### src/verilog/vectored_interrupt_arbiter_regs.svh
`ifndef VECTORED_INTERRUPT_ARBITER_REGS_SVH
`define VECTORED_INTERRUPT_ARBITER_REGS_SVH
// register offsets (byte addresses on the plain port)
`define OFS_FLAG_A          8'h00
`define OFS_FLAG_B          8'h01
`define OFS_FLAG_C          8'h02
`define OFS_MASK_A          8'h04
`define OFS_MASK_B          8'h05
`define OFS_MASK_C          8'h06
`define OFS_LEVEL_A         8'h08
`define OFS_LEVEL_B         8'h09
`define OFS_LEVEL_C         8'h0a
`define OFS_CTRL            8'h0c
`define OFS_STATUS          8'h0d
`define OFS_IRQ_STAT        8'h0e
`define OFS_IRQ_MASK        8'h0f
// control bit positions
`define CTRL_ACCEPT_BIT     0
`define CTRL_LVD_ACTION_BIT 1
`define CTRL_CARRIER_BIT    2
// reset values
`define MASK_RESET          8'hff
`define LEVEL_RESET         8'hff
`define CTRL_RESET          8'h00
// vector addresses
`define VEC_RESET           16'h0000
`define VEC_LVD             16'h0004
`define VEC_PIN0            16'h0006
`define VEC_SER_ERR         16'h0012
`define VEC_SER_RX          16'h0014
`define VEC_SER_TX          16'h0016
`define VEC_HTB             16'h001a
`define VEC_HTA             16'h001c
`define VEC_ETA             16'h001e
`define VEC_WT0             16'h0020
`define VEC_WT1             16'h0022
`define VEC_ETB             16'h002a
`define VEC_BREAK           16'h003e
`define NUM_SRC             18
`endif

### src/verilog/vectored_interrupt_arbiter_pkg.sv
package vectored_interrupt_arbiter_pkg;
  typedef enum logic [1:0] {
    SVC_IDLE = 2'b00,
    SVC_LOW  = 2'b01,
    SVC_HIGH = 2'b10,
    SVC_NEST = 2'b11
  } svc_state_t;
  typedef logic [17:0] src_vec_t;
endpackage

### src/verilog/default_order_picker.sv
`timescale 1ns/1ns
// lowest index wins: index equals default priority
module default_order_picker
  import vectored_interrupt_arbiter_pkg::*;
(
  input  wire src_vec_t   req_i,
  output logic            any_o,
  output logic [4:0]      idx_o
);
  always_comb begin
    any_o = 1'b0;
    idx_o = 5'h00;
    for (int i = 17; i >= 0; i--) begin
      if (req_i[i]) begin
        any_o = 1'b1;
        idx_o = 5'(i);
      end
    end
  end
endmodule

### src/verilog/vectored_interrupt_arbiter.sv
// The address-and-strobe port and the address map were decided locally.
`timescale 1ns/1ns
`include "vectored_interrupt_arbiter_regs.svh"
// What this block does
// - level group flags in three 8-bit registers split sources into high or low group
// - high request may interrupt low service already running, nesting
// - equal-group simultaneous requests resolved by fixed default order
// - default order ranks sources 0 (low voltage) to 17 (second key)
// - any pending unmasked request raises standby release for stop and halt
// - software break vectors to 003eh even with acceptance disabled
// - software break ignores level groups and in-service state
// - six pin edge requests vector 0006h to 0010h in pin order
// - serial error, receive done, transmit done vector 0012h, 0014h, 0016h
// - high timer b, high timer a, event timer a match vector 001ah, 001ch, 001eh
// - wide timer channels at 0020h, 0022h fire on match or capture edge
// - low voltage raises interrupt at 0004h only when action bit is 0
// - eight external and ten internal maskable request inputs
// - carrier mode: event timer b interrupt raised on carrier match signal
// - acknowledge clears the accepted source's pending flag
// - reset sets the three source mask registers to all ones
module vectored_interrupt_arbiter
  import vectored_interrupt_arbiter_pkg::*;
(
  // clock and reset
  input  wire logic        mclk_i,
  input  wire logic        nrst_i,
  // register port
  input  wire logic [7:0]  addr_i,
  input  wire logic [7:0]  wdata_i,
  input  wire logic        wr_i,
  input  wire logic        rd_i,
  output logic      [7:0]  rdata_o,
  // external requests, asynchronous pins
  input  wire logic [5:0]  pin_edge_irq_i,
  input  wire logic [1:0]  key_input_irq_i,
  // internal requests, core clock pulses
  input  wire logic        low_voltage_irq_i,
  input  wire logic        serial_rx_error_irq_i,
  input  wire logic        serial_rx_done_irq_i,
  input  wire logic        serial_tx_done_irq_i,
  input  wire logic        high_timer_b_match_irq_i,
  input  wire logic        high_timer_a_match_irq_i,
  input  wire logic        event_timer_a_match_irq_i,
  input  wire logic        wide_timer_ch0_irq_i,
  input  wire logic        wide_timer_ch1_irq_i,
  input  wire logic        event_timer_b_match_irq_i,
  input  wire logic        carrier_match_signal_i,
  // core handshake
  input  wire logic        software_break_instruction_i,
  input  wire logic        ack_i,
  input  wire logic        reti_i,
  output logic             int_req_o,
  output logic      [15:0] vector_o,
  output logic             standby_release_o,
  output logic             lvd_reset_o,
  output logic             irq_o
);
  logic [5:0]  pin_s1_q;
  logic [5:0]  pin_s2_q;
  logic [5:0]  pin_s3_q;
  logic [1:0]  key_s1_q;
  logic [1:0]  key_s2_q;
  logic [1:0]  key_s3_q;
  src_vec_t    flag_q;
  src_vec_t    mask_q;
  src_vec_t    level_q;
  logic [7:0]  ctrl_q;
  logic        brk_q;
  svc_state_t  svc_q;
  logic [4:0]  sel_q;
  logic        sel_brk_q;
  logic [1:0]  ev_stat_q;
  logic [1:0]  ev_mask_q;
  src_vec_t    raw;
  src_vec_t    ready_hi;
  src_vec_t    ready_lo;
  src_vec_t    ack_clr;
  logic        any_hi;
  logic        any_lo;
  logic [4:0]  idx_hi;
  logic [4:0]  idx_lo;
  logic        accept_en;
  logic        allow_lo;
  logic        allow_hi;
  logic        win_hi;
  logic        win_lo;
  logic        etb_src;
  logic        wr_flag;
  logic [15:0] vec_d;
  logic        ev_ack;
  logic        ev_brk;

  assign accept_en = ctrl_q[`CTRL_ACCEPT_BIT];

  // pins are asynchronous: two stages, then a third for the rising edge
  always_ff @(posedge mclk_i or negedge nrst_i) begin
    if (!nrst_i) begin
      pin_s1_q <= 6'h00;
      pin_s2_q <= 6'h00;
      pin_s3_q <= 6'h00;
      key_s1_q <= 2'h0;
      key_s2_q <= 2'h0;
      key_s3_q <= 2'h0;
    end else begin
      pin_s1_q <= pin_edge_irq_i;
      pin_s2_q <= pin_s1_q;
      pin_s3_q <= pin_s2_q;
      key_s1_q <= key_input_irq_i;
      key_s2_q <= key_s1_q;
      key_s3_q <= key_s2_q;
    end
  end

  // carrier mode swaps event timer b's own match for the carrier signal
  assign etb_src = ctrl_q[`CTRL_CARRIER_BIT] ? carrier_match_signal_i :
                   event_timer_b_match_irq_i;

  // source bit = default priority index
  always_comb begin
    raw        = '0;
    raw[0]     = low_voltage_irq_i & ~ctrl_q[`CTRL_LVD_ACTION_BIT];
    raw[6:1]   = pin_s2_q & ~pin_s3_q;
    raw[7]     = serial_rx_error_irq_i;
    raw[8]     = serial_rx_done_irq_i;
    raw[9]     = serial_tx_done_irq_i;
    raw[10]    = high_timer_b_match_irq_i;
    raw[11]    = high_timer_a_match_irq_i;
    raw[12]    = event_timer_a_match_irq_i;
    raw[13]    = wide_timer_ch0_irq_i;
    raw[14]    = wide_timer_ch1_irq_i;
    raw[15]    = etb_src;
    raw[17:16] = key_s2_q & ~key_s3_q;
  end

  always_ff @(posedge mclk_i or negedge nrst_i) begin
    if (!nrst_i) begin
      lvd_reset_o <= 1'b0;
    end else begin
      lvd_reset_o <= low_voltage_irq_i & ctrl_q[`CTRL_LVD_ACTION_BIT];
    end
  end

  // priority qualification
  assign ready_hi = flag_q & ~mask_q & ~level_q;
  assign ready_lo = flag_q & ~mask_q & level_q;
  assign allow_hi = accept_en & (svc_q == SVC_IDLE || svc_q == SVC_LOW);
  assign allow_lo = accept_en & (svc_q == SVC_IDLE);

  default_order_picker u_pick_hi (
    .req_i (ready_hi),
    .any_o (any_hi),
    .idx_o (idx_hi)
  );

  default_order_picker u_pick_lo (
    .req_i (ready_lo),
    .any_o (any_lo),
    .idx_o (idx_lo)
  );

  assign win_hi = any_hi & allow_hi;
  assign win_lo = ~win_hi & any_lo & allow_lo;

  function automatic logic [15:0] vec_of(input logic [4:0] idx);
    logic [15:0] v;
    v = `VEC_LVD;
    if (idx >= 5'd1 && idx <= 5'd6) begin
      v = `VEC_PIN0 + 16'({idx - 5'd1, 1'b0});
    end else if (idx == 5'd7) begin
      v = `VEC_SER_ERR;
    end else if (idx == 5'd8) begin
      v = `VEC_SER_RX;
    end else if (idx == 5'd9) begin
      v = `VEC_SER_TX;
    end else if (idx == 5'd10) begin
      v = `VEC_HTB;
    end else if (idx == 5'd11) begin
      v = `VEC_HTA;
    end else if (idx == 5'd12) begin
      v = `VEC_ETA;
    end else if (idx == 5'd13) begin
      v = `VEC_WT0;
    end else if (idx == 5'd14) begin
      v = `VEC_WT1;
    end else if (idx == 5'd15) begin
      v = `VEC_ETB;
    end else if (idx >= 5'd16) begin
      v = `VEC_ETB + 16'({idx - 5'd15, 1'b0});
    end
    return v;
  endfunction

  // break outranks everything and skips the level logic
  always_comb begin
    vec_d = `VEC_RESET;
    if (brk_q) begin
      vec_d = `VEC_BREAK;
    end else if (win_hi) begin
      vec_d = vec_of(idx_hi);
    end else if (win_lo) begin
      vec_d = vec_of(idx_lo);
    end
  end

  // request held until the core acknowledges; vector may change while waiting
  always_ff @(posedge mclk_i or negedge nrst_i) begin
    if (!nrst_i) begin
      int_req_o <= 1'b0;
      vector_o  <= `VEC_RESET;
      sel_q     <= 5'h00;
      sel_brk_q <= 1'b0;
    end else if (int_req_o && ack_i) begin
      int_req_o <= 1'b0;
    end else begin
      int_req_o <= brk_q | win_hi | win_lo;
      vector_o  <= vec_d;
      sel_brk_q <= brk_q;
      sel_q     <= win_hi ? idx_hi : idx_lo;
    end
  end

  assign ev_ack = int_req_o & ack_i;
  assign ev_brk = ev_ack & sel_brk_q;

  always_ff @(posedge mclk_i or negedge nrst_i) begin
    if (!nrst_i) begin
      brk_q <= 1'b0;
    end else if (software_break_instruction_i) begin
      brk_q <= 1'b1;
    end else if (ev_brk) begin
      brk_q <= 1'b0;
    end
  end

  // two-level service tracking; break does not touch it
  always_ff @(posedge mclk_i or negedge nrst_i) begin
    if (!nrst_i) begin
      svc_q <= SVC_IDLE;
    end else begin
      case (svc_q)
        SVC_IDLE: begin
          if (ev_ack && !sel_brk_q) begin
            svc_q <= level_q[sel_q] ? SVC_LOW : SVC_HIGH;
          end
        end
        SVC_LOW: begin
          if (ev_ack && !sel_brk_q && !level_q[sel_q]) begin
            svc_q <= SVC_NEST;
          end else if (reti_i) begin
            svc_q <= SVC_IDLE;
          end
        end
        SVC_NEST: begin
          if (reti_i) begin
            svc_q <= SVC_LOW;
          end
        end
        default: begin
          if (reti_i) begin
            svc_q <= SVC_IDLE;
          end
        end
      endcase
    end
  end

  assign wr_flag = wr_i && addr_i >= `OFS_FLAG_A && addr_i <= `OFS_FLAG_C;

  // hardware set wins over software write in the same cycle
  always_comb begin
    ack_clr = '0;
    if (ev_ack && !sel_brk_q) begin
      ack_clr[sel_q] = 1'b1;
    end
  end

  always_ff @(posedge mclk_i or negedge nrst_i) begin
    if (!nrst_i) begin
      flag_q <= '0;
    end else if (wr_flag) begin
      if (addr_i == `OFS_FLAG_A) begin
        flag_q <= {flag_q[17:8], wdata_i} & ~ack_clr | raw;
      end else if (addr_i == `OFS_FLAG_B) begin
        flag_q <= {flag_q[17:16], wdata_i, flag_q[7:0]} & ~ack_clr | raw;
      end else begin
        flag_q <= {wdata_i[1:0], flag_q[15:0]} & ~ack_clr | raw;
      end
    end else begin
      flag_q <= flag_q & ~ack_clr | raw;
    end
  end

  always_ff @(posedge mclk_i or negedge nrst_i) begin
    if (!nrst_i) begin
      mask_q  <= 18'({`MASK_RESET, `MASK_RESET, `MASK_RESET} >> 6);
      level_q <= 18'({`LEVEL_RESET, `LEVEL_RESET, `LEVEL_RESET} >> 6);
      ctrl_q  <= `CTRL_RESET;
      ev_mask_q <= 2'h0;
    end else if (wr_i) begin
      if (addr_i == `OFS_MASK_A) begin
        mask_q[7:0] <= wdata_i;
      end else if (addr_i == `OFS_MASK_B) begin
        mask_q[15:8] <= wdata_i;
      end else if (addr_i == `OFS_MASK_C) begin
        mask_q[17:16] <= wdata_i[1:0];
      end else if (addr_i == `OFS_LEVEL_A) begin
        level_q[7:0] <= wdata_i;
      end else if (addr_i == `OFS_LEVEL_B) begin
        level_q[15:8] <= wdata_i;
      end else if (addr_i == `OFS_LEVEL_C) begin
        level_q[17:16] <= wdata_i[1:0];
      end else if (addr_i == `OFS_CTRL) begin
        ctrl_q <= {5'h00, wdata_i[2:0]};
      end else if (addr_i == `OFS_IRQ_MASK) begin
        ev_mask_q <= wdata_i[1:0];
      end
    end
  end

  // sticky events: bit0 acknowledge, bit1 break; write one clears, set wins
  always_ff @(posedge mclk_i or negedge nrst_i) begin
    if (!nrst_i) begin
      ev_stat_q <= 2'h0;
    end else begin
      ev_stat_q <= (ev_stat_q & ~((wr_i && addr_i == `OFS_IRQ_STAT) ? wdata_i[1:0] : 2'h0))
                   | {ev_brk, ev_ack};
    end
  end

  always_ff @(posedge mclk_i or negedge nrst_i) begin
    if (!nrst_i) begin
      irq_o             <= 1'b0;
      standby_release_o <= 1'b0;
    end else begin
      irq_o             <= |(ev_stat_q & ev_mask_q);
      standby_release_o <= |(flag_q & ~mask_q);
    end
  end

  always_ff @(posedge mclk_i or negedge nrst_i) begin
    if (!nrst_i) begin
      rdata_o <= 8'h00;
    end else if (rd_i) begin
      if (addr_i == `OFS_FLAG_A) begin
        rdata_o <= flag_q[7:0];
      end else if (addr_i == `OFS_FLAG_B) begin
        rdata_o <= flag_q[15:8];
      end else if (addr_i == `OFS_FLAG_C) begin
        rdata_o <= {6'h00, flag_q[17:16]};
      end else if (addr_i == `OFS_MASK_A) begin
        rdata_o <= mask_q[7:0];
      end else if (addr_i == `OFS_MASK_B) begin
        rdata_o <= mask_q[15:8];
      end else if (addr_i == `OFS_MASK_C) begin
        rdata_o <= {6'h3f, mask_q[17:16]};
      end else if (addr_i == `OFS_LEVEL_A) begin
        rdata_o <= level_q[7:0];
      end else if (addr_i == `OFS_LEVEL_B) begin
        rdata_o <= level_q[15:8];
      end else if (addr_i == `OFS_LEVEL_C) begin
        rdata_o <= {6'h3f, level_q[17:16]};
      end else if (addr_i == `OFS_CTRL) begin
        rdata_o <= ctrl_q;
      end else if (addr_i == `OFS_STATUS) begin
        rdata_o <= {5'h00, brk_q, svc_q};
      end else if (addr_i == `OFS_IRQ_STAT) begin
        rdata_o <= {6'h00, ev_stat_q};
      end else if (addr_i == `OFS_IRQ_MASK) begin
        rdata_o <= {6'h00, ev_mask_q};
      end else begin
        rdata_o <= 8'h00;
      end
    end else begin
      rdata_o <= 8'h00;
    end
  end
endmodule

### config.mk
export PLATFORM = sky130hd
export DESIGN_NAME = vectored_interrupt_arbiter
export DESIGN_NICKNAME = d
export VERILOG_FILES = /design/src/verilog/vectored_interrupt_arbiter_pkg.sv /design/src/verilog/default_order_picker.sv /design/src/verilog/vectored_interrupt_arbiter.sv
export VERILOG_INCLUDE_DIRS = /design/src /design/src/verilog
export SDC_FILE = /design/constraint.sdc
export NUM_CORES = 1
export LEC_CHECK = 0
export BUFFER_PORTS_ARGS = -buffer_cell sky130_fd_sc_hd__buf_2
export CORE_MARGIN = 3
export CORE_UTILIZATION = 30
export CTS_CLUSTER_SIZE = 24
export DETAILED_ROUTE_END_ITERATION = 6
export PLACE_DENSITY = 0.46
export SYNTH_ARGS = -nofsm -noshare
export SYNTH_HDL_FRONTEND = slang
export SYNTH_SLANG_ARGS = --single-unit
### constraint.sdc
create_clock -name mclk_i -period 3.9 [get_ports mclk_i]
set_input_delay 0.78 -clock mclk_i [delete_from_list [all_inputs] [get_ports mclk_i]]
set_output_delay 0.78 -clock mclk_i [all_outputs]
set_load 0.05 [all_outputs]
==> results of run 1 <==
[repair_timing]
item                       4_1_cts  5_1_grt
resized for setup                0        3
hold buffers                     0        0
setup endpoints to repair        0        4
[per-layer routing]
metal	wire length, µm	global-route usage [%]
met4	303	3.15
met5	0	0
met2	12000	29.9
met1	12600	27.5
met3	1280	2.26
[cells in the final DEF (no fill, tap or decap), types with 7 or more instances in the layout]
cell	instances
a21boi_0	7
a21oi_1	36
a22oi_1	9
a31oi_1	8
and2_1	7
and3_1	7
buf_2	58
buf_4	46
clkbuf_16	9
conb_1	10
dfrtp_1	76
dfstp_2	36
ha_1	20
inv_1	32
mux2_2	39
mux2i_1	22
nand2_1	58
nand2b_1	10
nand3_1	16
nand3b_1	21
nor2_1	64
nor2b_1	13
nor3_1	17
nor3b_2	8
nor4_1	10
o21ai_0	45
o21bai_1	10
o22ai_1	16
[cells by family (layout without fill, tap and decap cells)]
logic type / count (synthesis) / count (layout)
AO/OA/AOI/OAI: 219 / 219
XOR/XNOR: 7 / 7
adder cells (fa/ha/maj): 20 / 20
buffers and inverters: 74 / 155
flip-flops: 112 / 112
multiplexers: 67 / 67
other: 1 / 10
AND/OR/NAND/NOR: 297 / 297
[through the flow]
stage,instances,hold WS [ns],power (mW),setup slack [ns],cell area (µm²)
detailed placement,1195,0.336,2.43,0.252,8540
finish,1211,0.354,3.42,0.247,8870
global placement,1195,0.333,2.44,0.312,8540
floorplan,806,0.331,2.09,0.392,7710
CTS,1211,0.357,3.45,0.225,8860
global route,1211,0.363,3.60,0.0115,8870
[power by group through the flow]
stage / clock network, mW / logic, mW / registers (mW)
final: 1.00 / 1.04 / 1.38
after global routing: 1.07 / 1.14 / 1.39
after CTS: 1.04 / 1.04 / 1.38
after detailed placement: 0 / 1.03 / 1.40
after global placement: 0 / 1.04 / 1.40
after floorplan: 0 / 0.708 / 1.39
[registers in the layout (all words and copies together), names as in the netlist, 3 cells and up]
signal    cells
level_q      18
mask_q       18
pin_s3_q      6
rdata_o       8
pin_s1_q      6
flag_q       18
sel_q         5
ctrl_q        3
pin_s2_q      6
vector_o      6
[path summary, 6_finish.rpt]
check / from / end / slack, ns
setup / recovery: level_q[8] / vector_o[6] / 0.25
hold / removal: key_s1_q[1] / key_s2_q[1] / 0.35
setup reg to reg: level_q[8] / vector_o[6] / 0.25
hold reg to reg: key_s1_q[1] / key_s2_q[1] / 0.35
max in group asynchronous: nrst_i / vector_o[6] / 2.93
min in group asynchronous: nrst_i / key_s1_q[0] / 0.47
[layout make-up]
class / count / area, µm²
fill: 2551 / 15900
clock buffer: 9 / 225
tap: 324 / 405
inverter: 34 / 129
sequential: 112 / 2850
multi-input combinational: 620 / 4520
clock inverter: 7 / 92.6
timing repair buffer: 105 / 656
==> summary.txt, run 1 <==
Global routing
  • Initial antenna violation count: 0
  • Tot GR Track Use: 18.7%
  • Vias in the first global route: 6,646
  • Largest net degree at the start of global routing: 113
  • Overflow after GRT: 0
  • First-pass GRT wire length: 40.8 mm

Layout
  • Fin util: 35.9%
  • NumNets Final: 944
  • ANT cells: 0
  • Layout area overhead: 15.6%
  • Layout cells sized above 1: 29.2%

Clocking
  • Clock root buffer: clkbuf_16
  • TritonCTS clock tree: done
  • Setup Fix Bufs, Post-CTS: 0
  • CTS H-tree lvls: 3
  • Clock transition at the registers of the reported paths: 0.09 ns
  • Clock latency on the worst-skew pair: 0.37 ns
  • Clock Sinks: 112
  • TritonCTS Buffers: 9
  • Max clock buf depth: 2

Logic synthesis
  • Cell Area, Synth: 7670 µm²
  • EDFF count, synth: 0
  • Top post-synthesis cells by count: dfrtp_1 (76), nor2_1 (64), nand2_1 (58), o21ai_0 (45), mux2_2 (39)
  • Post-synthesis sequential element count: 112
  • Synthesized instance count: 797
  • Ys flop type: dfrtp_1
  • Most common cell in the netlist: dfrtp_1
  • Largest family of logic cells by synthesized area: simple AND/OR/NAND/NOR gates
  • Sequential fraction of the synthesis area: 37.1%
  • Post-synth top area share: 24.8%
  • Area leader, netlist: dfrtp_1
  • Syn avg cell area: 9.63 µm²
  • Ys Warns: 0
  • FFs w/ async S/R, synth: 100%
  • Mux contribution to synthesized area: 10.3%
  • Post-Synth XOR/XNOR Area: 1.08%
  • Share of the synthesized area in compound gates (AO/OA/AOI/OAI): 20.3%
  • Adder-cell share of the synthesized area: 3.26%
  • Synthesized-area fraction occupied by and/or/nand/nor cells: 23.3%
  • Cell variety after synth: 108
  • Dominant cells by area after synthesis: dfrtp_1 (25%), dfstp_2 (12%), mux2_2 (5.7%)

Die
  • Starting density of the core: 31.0%
  • Die Y: 166 µm
  • Placeable Area: 24,700 µm²
  • Cell Rows: 57
  • Total Die Area: 27,500 µm²
  • Die W: 166 µm
  • Num ports: 70

Worst setup path
  • Depth of the most critical reg-to-reg path: 13
  • CP Launch Type: flip-flop
  • Worst EP arrival: 3.91 ns
  • CP top delay family: compound AO/OA/AOI/OAI gates
  • Crit path buffers/inverters: 1
  • Crit path max-delay cell type: dfstp_2
  • Worst setup EP type: flip-flop
  • CP Depth: 13
  • Critical path type: flip-flop to flip-flop
  • Crit path max fanout: 7
  • Worst path max stage delay: 0.62 ns
  • Crit path cell chain: nor3b_2 -> or4_1 -> o21ai_2 -> nand2_2 -> clkinv_2 -> ha_1 -> o2111ai_1 -> o22ai_2 -> xnor2_1 -> a211o_1 -> a2bb2oi_1 -> nand3_1 -> a31o_2
  • WP data required: 4.16 ns

Route
  • Total routed wirelength: 26.2 mm
  • Drt first pass iters: 7
  • DR vias: 6,754
  • Antenna Nets Post-Route: 0
  • Routed wire per std cell: 21.6 µm
  • Drt drc: 4
  • Vias/cell: 5.58
  • Initial detailed-routing violation count: 583

Place
  • HPWL after DPL: 19.7 mm
  • Final GP Congestion: 0.924
  • IO Port Bufs: 59

Power
  • Reg power frac: 40.4%
  • Combinational Power Share: 30.4%
  • Net switching power: 1.29 mW
  • Pwr per Cell Area: 385 nW/µm²
  • Leakage: 3.84 nW
  • Clk pwr share: 29.2%
  • Cell-internal power: 2.13 mW
  • Max IR drop VDD: 0.196 mV
  • Sw frac: 37.8%

STA
  • Relative slew slack: 36.8%
  • Final setup fails: 0
  • RSZ-0062 raised after global routing: no
  • Fin crit share: 93.7%
  • Min cycle time layout: 3.65 ns
  • Fmax: 0.274 GHz
  • Worst Skew: 0.00917 ns
  • Final Max Slew Viols: 0
  • Worst-Margin Slew: 0.924 ns
  • Final setup TNS: 0 ns
  • Fin. Hold Viols: 0

Run
  • Max-cap violations: 0

Run status
  • Status: complete, but fails checks
  • Failing checks: DRC

Hold path
  • Hold/Removal Path Class: flip-flop to flip-flop
  • Hold Path Stages: 0
(Power assumes the default switching activity.)
==> run 2, diff against run 1 <==
--- a/config.mk
+++ b/config.mk
@@ -9,2 +9,3 @@
 export BUFFER_PORTS_ARGS = -buffer_cell sky130_fd_sc_hd__buf_2
+export CORE_ASPECT_RATIO = 0.6
 export CORE_MARGIN = 3
==> constraint.sdc (replaced) <==
create_clock -name mclk_i -period 3.8 [get_ports mclk_i]
set_input_delay 0.76 -clock mclk_i [delete_from_list [all_inputs] [get_ports mclk_i]]
set_output_delay 0.76 -clock mclk_i [all_outputs]
set_load 0.1 [all_outputs]
==> summary.txt, run 2 (synthesis results as in run 1) <==
Run status
  • Status: finished, final reports clean

Layout
  • # fillers: 2,560
  • Layout cells sized above 1: 30.5%
  • NumNets Final: 962
  • ANT cells: 0
  • Most common cell after layout, fill and taps aside: dfrtp_1
  • Most frequent cells in the layout: dfrtp_1 (76), nor2_1 (64), buf_4 (64)
  • Fin cells: 1,227
  • Top Registers: flag_q (18), level_q (18), mask_q (18)
  • Layout area overhead: 16.9%

STA
  • Relative slew slack: 29.6%
  • Fin crit share: 95.1%
  • Fin. Hold Viols: 0
  • Final Max Slew Viols: 0
  • Worst-Margin Slew: 1.04 ns
  • Final setup TNS: 0 ns
  • Final setup fails: 0
  • Fmax: 0.277 GHz
  • Worst Skew: 0.00866 ns
  • RSZ-0062 raised after global routing: no
  • Min cycle time layout: 3.61 ns

Power
  • Leakage: 3.90 nW
  • Pwr per Cell Area: 397 nW/µm²
  • Max IR drop VDD: 0.179 mV

Die
  • Total Die Area: 27,600 µm²
  • Starting density of the core: 31.1%
  • Placeable Area: 24,700 µm²
  • Cell Rows: 44
  • Die W: 212 µm
  • Num ports: 70
  • Die Y: 130 µm

Route
  • DR vias: 6,876
  • Drt first pass iters: 5
  • Drt drc: 0
  • Total routed wirelength: 27.3 mm
  • Antenna Nets Post-Route: 0
  • Routed wire per std cell: 22.2 µm
  • Vias/cell: 5.60
  • Initial detailed-routing violation count: 797

Worst setup path
  • Critical path type: flip-flop to flip-flop
  • Crit. Startpoint: level_q[8]
  • Depth of the most critical reg-to-reg path: 13
  • Crit path max fanout: 9
  • CP Launch Type: flip-flop
  • WP data required: 4.11 ns
  • Worst EP arrival: 3.92 ns
  • Worst flop-to-flop path startpoint: level_q[8]
  • Worst setup EP type: flip-flop

Clocking
  • Hold_buf cts: 0
  • Clock latency on the worst-skew pair: 0.38 ns
  • Max clock buf depth: 2
  • CTS H-tree lvls: 3
  • TritonCTS Buffers: 9
  • Clock root buffer: clkbuf_16
  • Clock transition at the registers of the reported paths: 0.08 ns
  • TritonCTS clock tree: done
  • Clock Sinks: 112

Hold path
  • Hold Path Stages: 0
  • Worst hold start: key_s1_q[0]
  • Hold/Removal Path Class: flip-flop to flip-flop

Run
  • Max-cap violations: 0

Global routing
  • First-pass GRT wire length: 42.3 mm
  • Initial antenna violation count: 0
  • Largest net degree at the start of global routing: 113
  • Vias in the first global route: 6,624
  • Met3 Usage GRT: 6.90%
  • Overflow after GRT: 0
  • Most Crowded Layer GR: met1
  • Tot GR Track Use: 20.5%
  • Routing usage on met1: 33.9%
  • M2 GR Usage: 24.8%

Place
  • IO Port Bufs: 59
  • Placed cells: 1,209
  • HPWL after DPL: 21.4 mm
  • Final GP Congestion: 0.938
==> run 2: cell type report <==
type / instances / area [µm²] / area share [%]
Clock buffer: 10 / 229 / 2.55
Clock inverter: 6 / 51.3 / 0.572
Inverter: 34 / 129 / 1.44
Multi-Input combinational cell: 620 / 4520 / 50.4
Sequential cell: 112 / 2850 / 31.7
Tap cell: 322 / 403 / 4.49
Timing Repair Buffer: 123 / 791 / 8.82
==> run 2: stage by stage <==
step                setup slack, ns  cell area [µm²]  total power [mW]  hold WS, ns  util (%)
finish                        0.185             8970              3.56        0.351      36.4
global route                0.00242             8970              3.77        0.358      36.4
CTS                           0.177             8940              3.59        0.356      36.2
detailed placement            0.191             8660              2.61        0.336      35.1
global placement              0.204             8660              2.62        0.334      35.1
floorplan                     0.292             7710              2.23        0.331         -
==> run 2: final timing paths <==
kind | slack (ns) | endpoint
min reg2reg | 0.35 | key_s2_q[0]
min | 0.35 | key_s2_q[0]
min in group asynchronous | 0.45 | irq_o
max | 0.19 | vector_o[5]
max reg2reg | 0.19 | vector_o[5]
max in group asynchronous | 2.86 | flag_q[12]
==> run 2: per-layer routing <==
metal	vias up	part of all wire, %	wire, µm
met4	0	0.84	229
met1	3396	54	14700
met3	19	9.8	2660
li1	3178	-	-
met2	283	35	9640
met5	-	0	0
==> run 2: timing repair <==
item / in CTS / in global routing
endpoints found under the setup margin: 0 / 6
gates resized for setup: 0 / 4
setup buffers: 0 / 2
==> run 2: where the power goes <==
| group | switching, mW | internal [mW] | total, mW |
|---|---|---|---|
| clock | 0.489 | 0.455 | 0.944 |
| combinational | 0.765 | 0.435 | 1.20 |
| sequential | 0.129 | 1.29 | 1.42 |
| total | 1.38 | 2.18 | 3.56 |
==> run 2: worst max-delay path, cell delays in order, from the launching register on <==
cell,delay [ns]
dfstp_2,0.64
nor3b_2,0.09
or4_1,0.59
o21ai_2,0.25
nand2_2,0.18
clkinv_2,0.11
ha_1,0.30
o211ai_1,0.12
nand3_1,0.12
o21ba_1,0.28
o41a_1,0.47
a41oi_2,0.21
a211oi_2,0.07
o2bb2ai_2,0.11
==> run 3, diff against run 2 <==
CELL_PAD_IN_SITES_DETAIL_PLACEMENT = 0   (was default)
CELL_PAD_IN_SITES_GLOBAL_PLACEMENT = 2   (was default)
PLACE_DENSITY = 0.65   (was 0.46)
==> summary.txt, run 3 (synthesis results as in run 1) <==
Route
  • Drt first pass iters: 5
  • Antenna Nets Post-Route: 0
  • Total routed wirelength: 30.8 mm
  • DR vias: 7,077
  • Routed wire per std cell: 25.1 µm
  • Drt drc: 0
  • Initial detailed-routing violation count: 771
  • Vias/cell: 5.75

Clocking
  • Clock root buffer: clkbuf_16
  • TritonCTS clock tree: done
  • Max clock buf depth: 2
  • CTS H-tree lvls: 3
  • Clock Sinks: 112
  • TritonCTS Buffers: 9
  • Clock latency on the worst-skew pair: 0.38 ns
  • Hold_buf cts: 0
  • Clock transition at the registers of the reported paths: 0.09 ns
  • Setup Fix Bufs, Post-CTS: 0

Power
  • Max IR drop VDD: 0.240 mV
  • Leakage: 3.93 nW
  • Pwr Total: 3.72 mW
  • Pwr per Cell Area: 411 nW/µm²

Layout
  • Top Registers: flag_q (18), level_q (18), mask_q (18)
  • Fin util: 36.7%
  • Post-route cell area: 9060 µm²
  • ANT cells: 0
  • Layout area overhead: 18.1%
  • Most frequent cells in the layout: dfrtp_1 (75), buf_4 (67), nor2_1 (64)
  • Most common cell after layout, fill and taps aside: dfrtp_1
  • Layout cells sized above 1: 31.4%
  • NumNets Final: 965

Place
  • IO Port Bufs: 59
  • HPWL after DPL: 24.5 mm
  • Post-DP Area: 8690 µm²
  • Final GP Congestion: 0.934

STA
  • Worst Skew: 0.0157 ns
  • Fin crit share: 97.9%
  • Final setup TNS: 0 ns
  • Relative slew slack: 27.9%
  • Final setup fails: 0
  • Worst Hold Margin: 0.350 ns
  • Final Max Slew Viols: 0
  • Fin. Hold Viols: 0
  • RSZ-0062 raised after global routing: no
  • Min cycle time layout: 3.72 ns
  • Fmax: 0.269 GHz
  • Worst-Margin Slew: 1.07 ns

Global routing
  • Initial antenna violation count: 1
  • Overflow after GRT: 0
  • Largest net degree at the start of global routing: 62
  • Vias in the first global route: 6,784
  • First-pass GRT wire length: 45.4 mm
  • Tot GR Track Use: 22.7%

Run status
  • Status: finished, final reports clean

Run
  • Max-cap violations: 0

Worst setup path
  • Worst EP arrival: 4.05 ns
  • Crit path max fanout: 8
  • Critical path type: flip-flop to flip-flop
  • CP Launch Type: flip-flop
  • Worst setup EP type: flip-flop
  • WP data required: 4.13 ns

Die
  • Total Die Area: 27,600 µm²
  • Die W: 212 µm
  • Die Y: 130 µm
  • Num ports: 70
  • Cell Rows: 44
  • Placeable Area: 24,700 µm²
  • Starting density of the core: 31.1%

Hold path
  • Hold/Removal Path Class: flip-flop to flip-flop
-- run 3: cell types whose count changed in the layout (fill, tap and decap cells not counted), sizes merged --
cell      change
buf           +3
clkinvlp      -2
bufinv        +1
clkbuf        -1
clkinv        +1
inv           +1
-- run 3: what timing repair did --
action | in CTS | in global routing
resized for setup | 1 | 8
endpoints found under the setup margin | 1 | 5
pin swaps | 0 | 1
hold endpoints to repair | 0 | 0
cloned | 0 | 0
-- run 3: area by class of cell --
type                       count  area [µm²]
fill                        2503       15600
multi-input combinational    620        4540
sequential                   112        2850
timing repair buffer         126         813
tap                          322         403
clock buffer                   9         225
inverter                      34         129
clock inverter                 7        93.8
-- run 3: critical path, stage by stage, from the launching register on --
cell and delay [ns]:
dfrtp_1 0.51, nor3b_1 0.64, o21ba_2 0.29, o21ai_1 0.11, nand2_1 0.15, inv_2 0.16, ha_2 0.28, and2_1 0.21
ha_1 0.21, buf_4 0.14, o21bai_1 0.10, a21oi_1 0.09, o41ai_2 0.44, buf_4 0.21, o22a_1 0.11
-- run 3: per-stage QoR --
| stage | worst slack (ns) | instances |
|---|---|---|
| CTS | 0.140 | 1230 |
| floorplan | 0.292 | 806 |
| global route | 0.0172 | 1230 |
| global placement | -0.0292 | 1214 |
| finish | 0.0813 | 1230 |
| detailed placement | -0.0542 | 1214 |
-- run 3: path summary, 6_finish.rpt --
kind | from | to | slack (ns) | cells past startpoint
worst max-delay path | flag_q[1] | vector_o[3] | 0.08 | 14
worst min-delay path | pin_s1_q[4] | pin_s2_q[4] | 0.35 | 0
worst max register to register | flag_q[1] | vector_o[3] | 0.08 | 14
worst min register to register | pin_s1_q[4] | pin_s2_q[4] | 0.35 | 0
max in group asynchronous | nrst_i | level_q[17] | 2.48 | 2
min in group asynchronous | nrst_i | standby_release_o | 0.50 | 1
-- run 3: power by group --
group	leakage (nW)	total [mW]	internal [mW]	switching [mW]
Sequential	1.23	1.42	1.29	0.138
Combinational	2.55	1.24	0.435	0.804
Clock	0.153	1.06	0.532	0.525
Total	3.93	3.72	2.25	1.47
-- run 3: routing by layer --
metal  GRT usage [%]  wire, µm  part of all wire, %  vias to the layer above
met3            8.58      3480                   11                       35
li1                -         -                    -                     3178
met1            36.3     15800                   51                     3539
met5               0        17                0.055                        -
met2            27.4     11100                   36                      323
met4            5.24       367                  1.2                        2
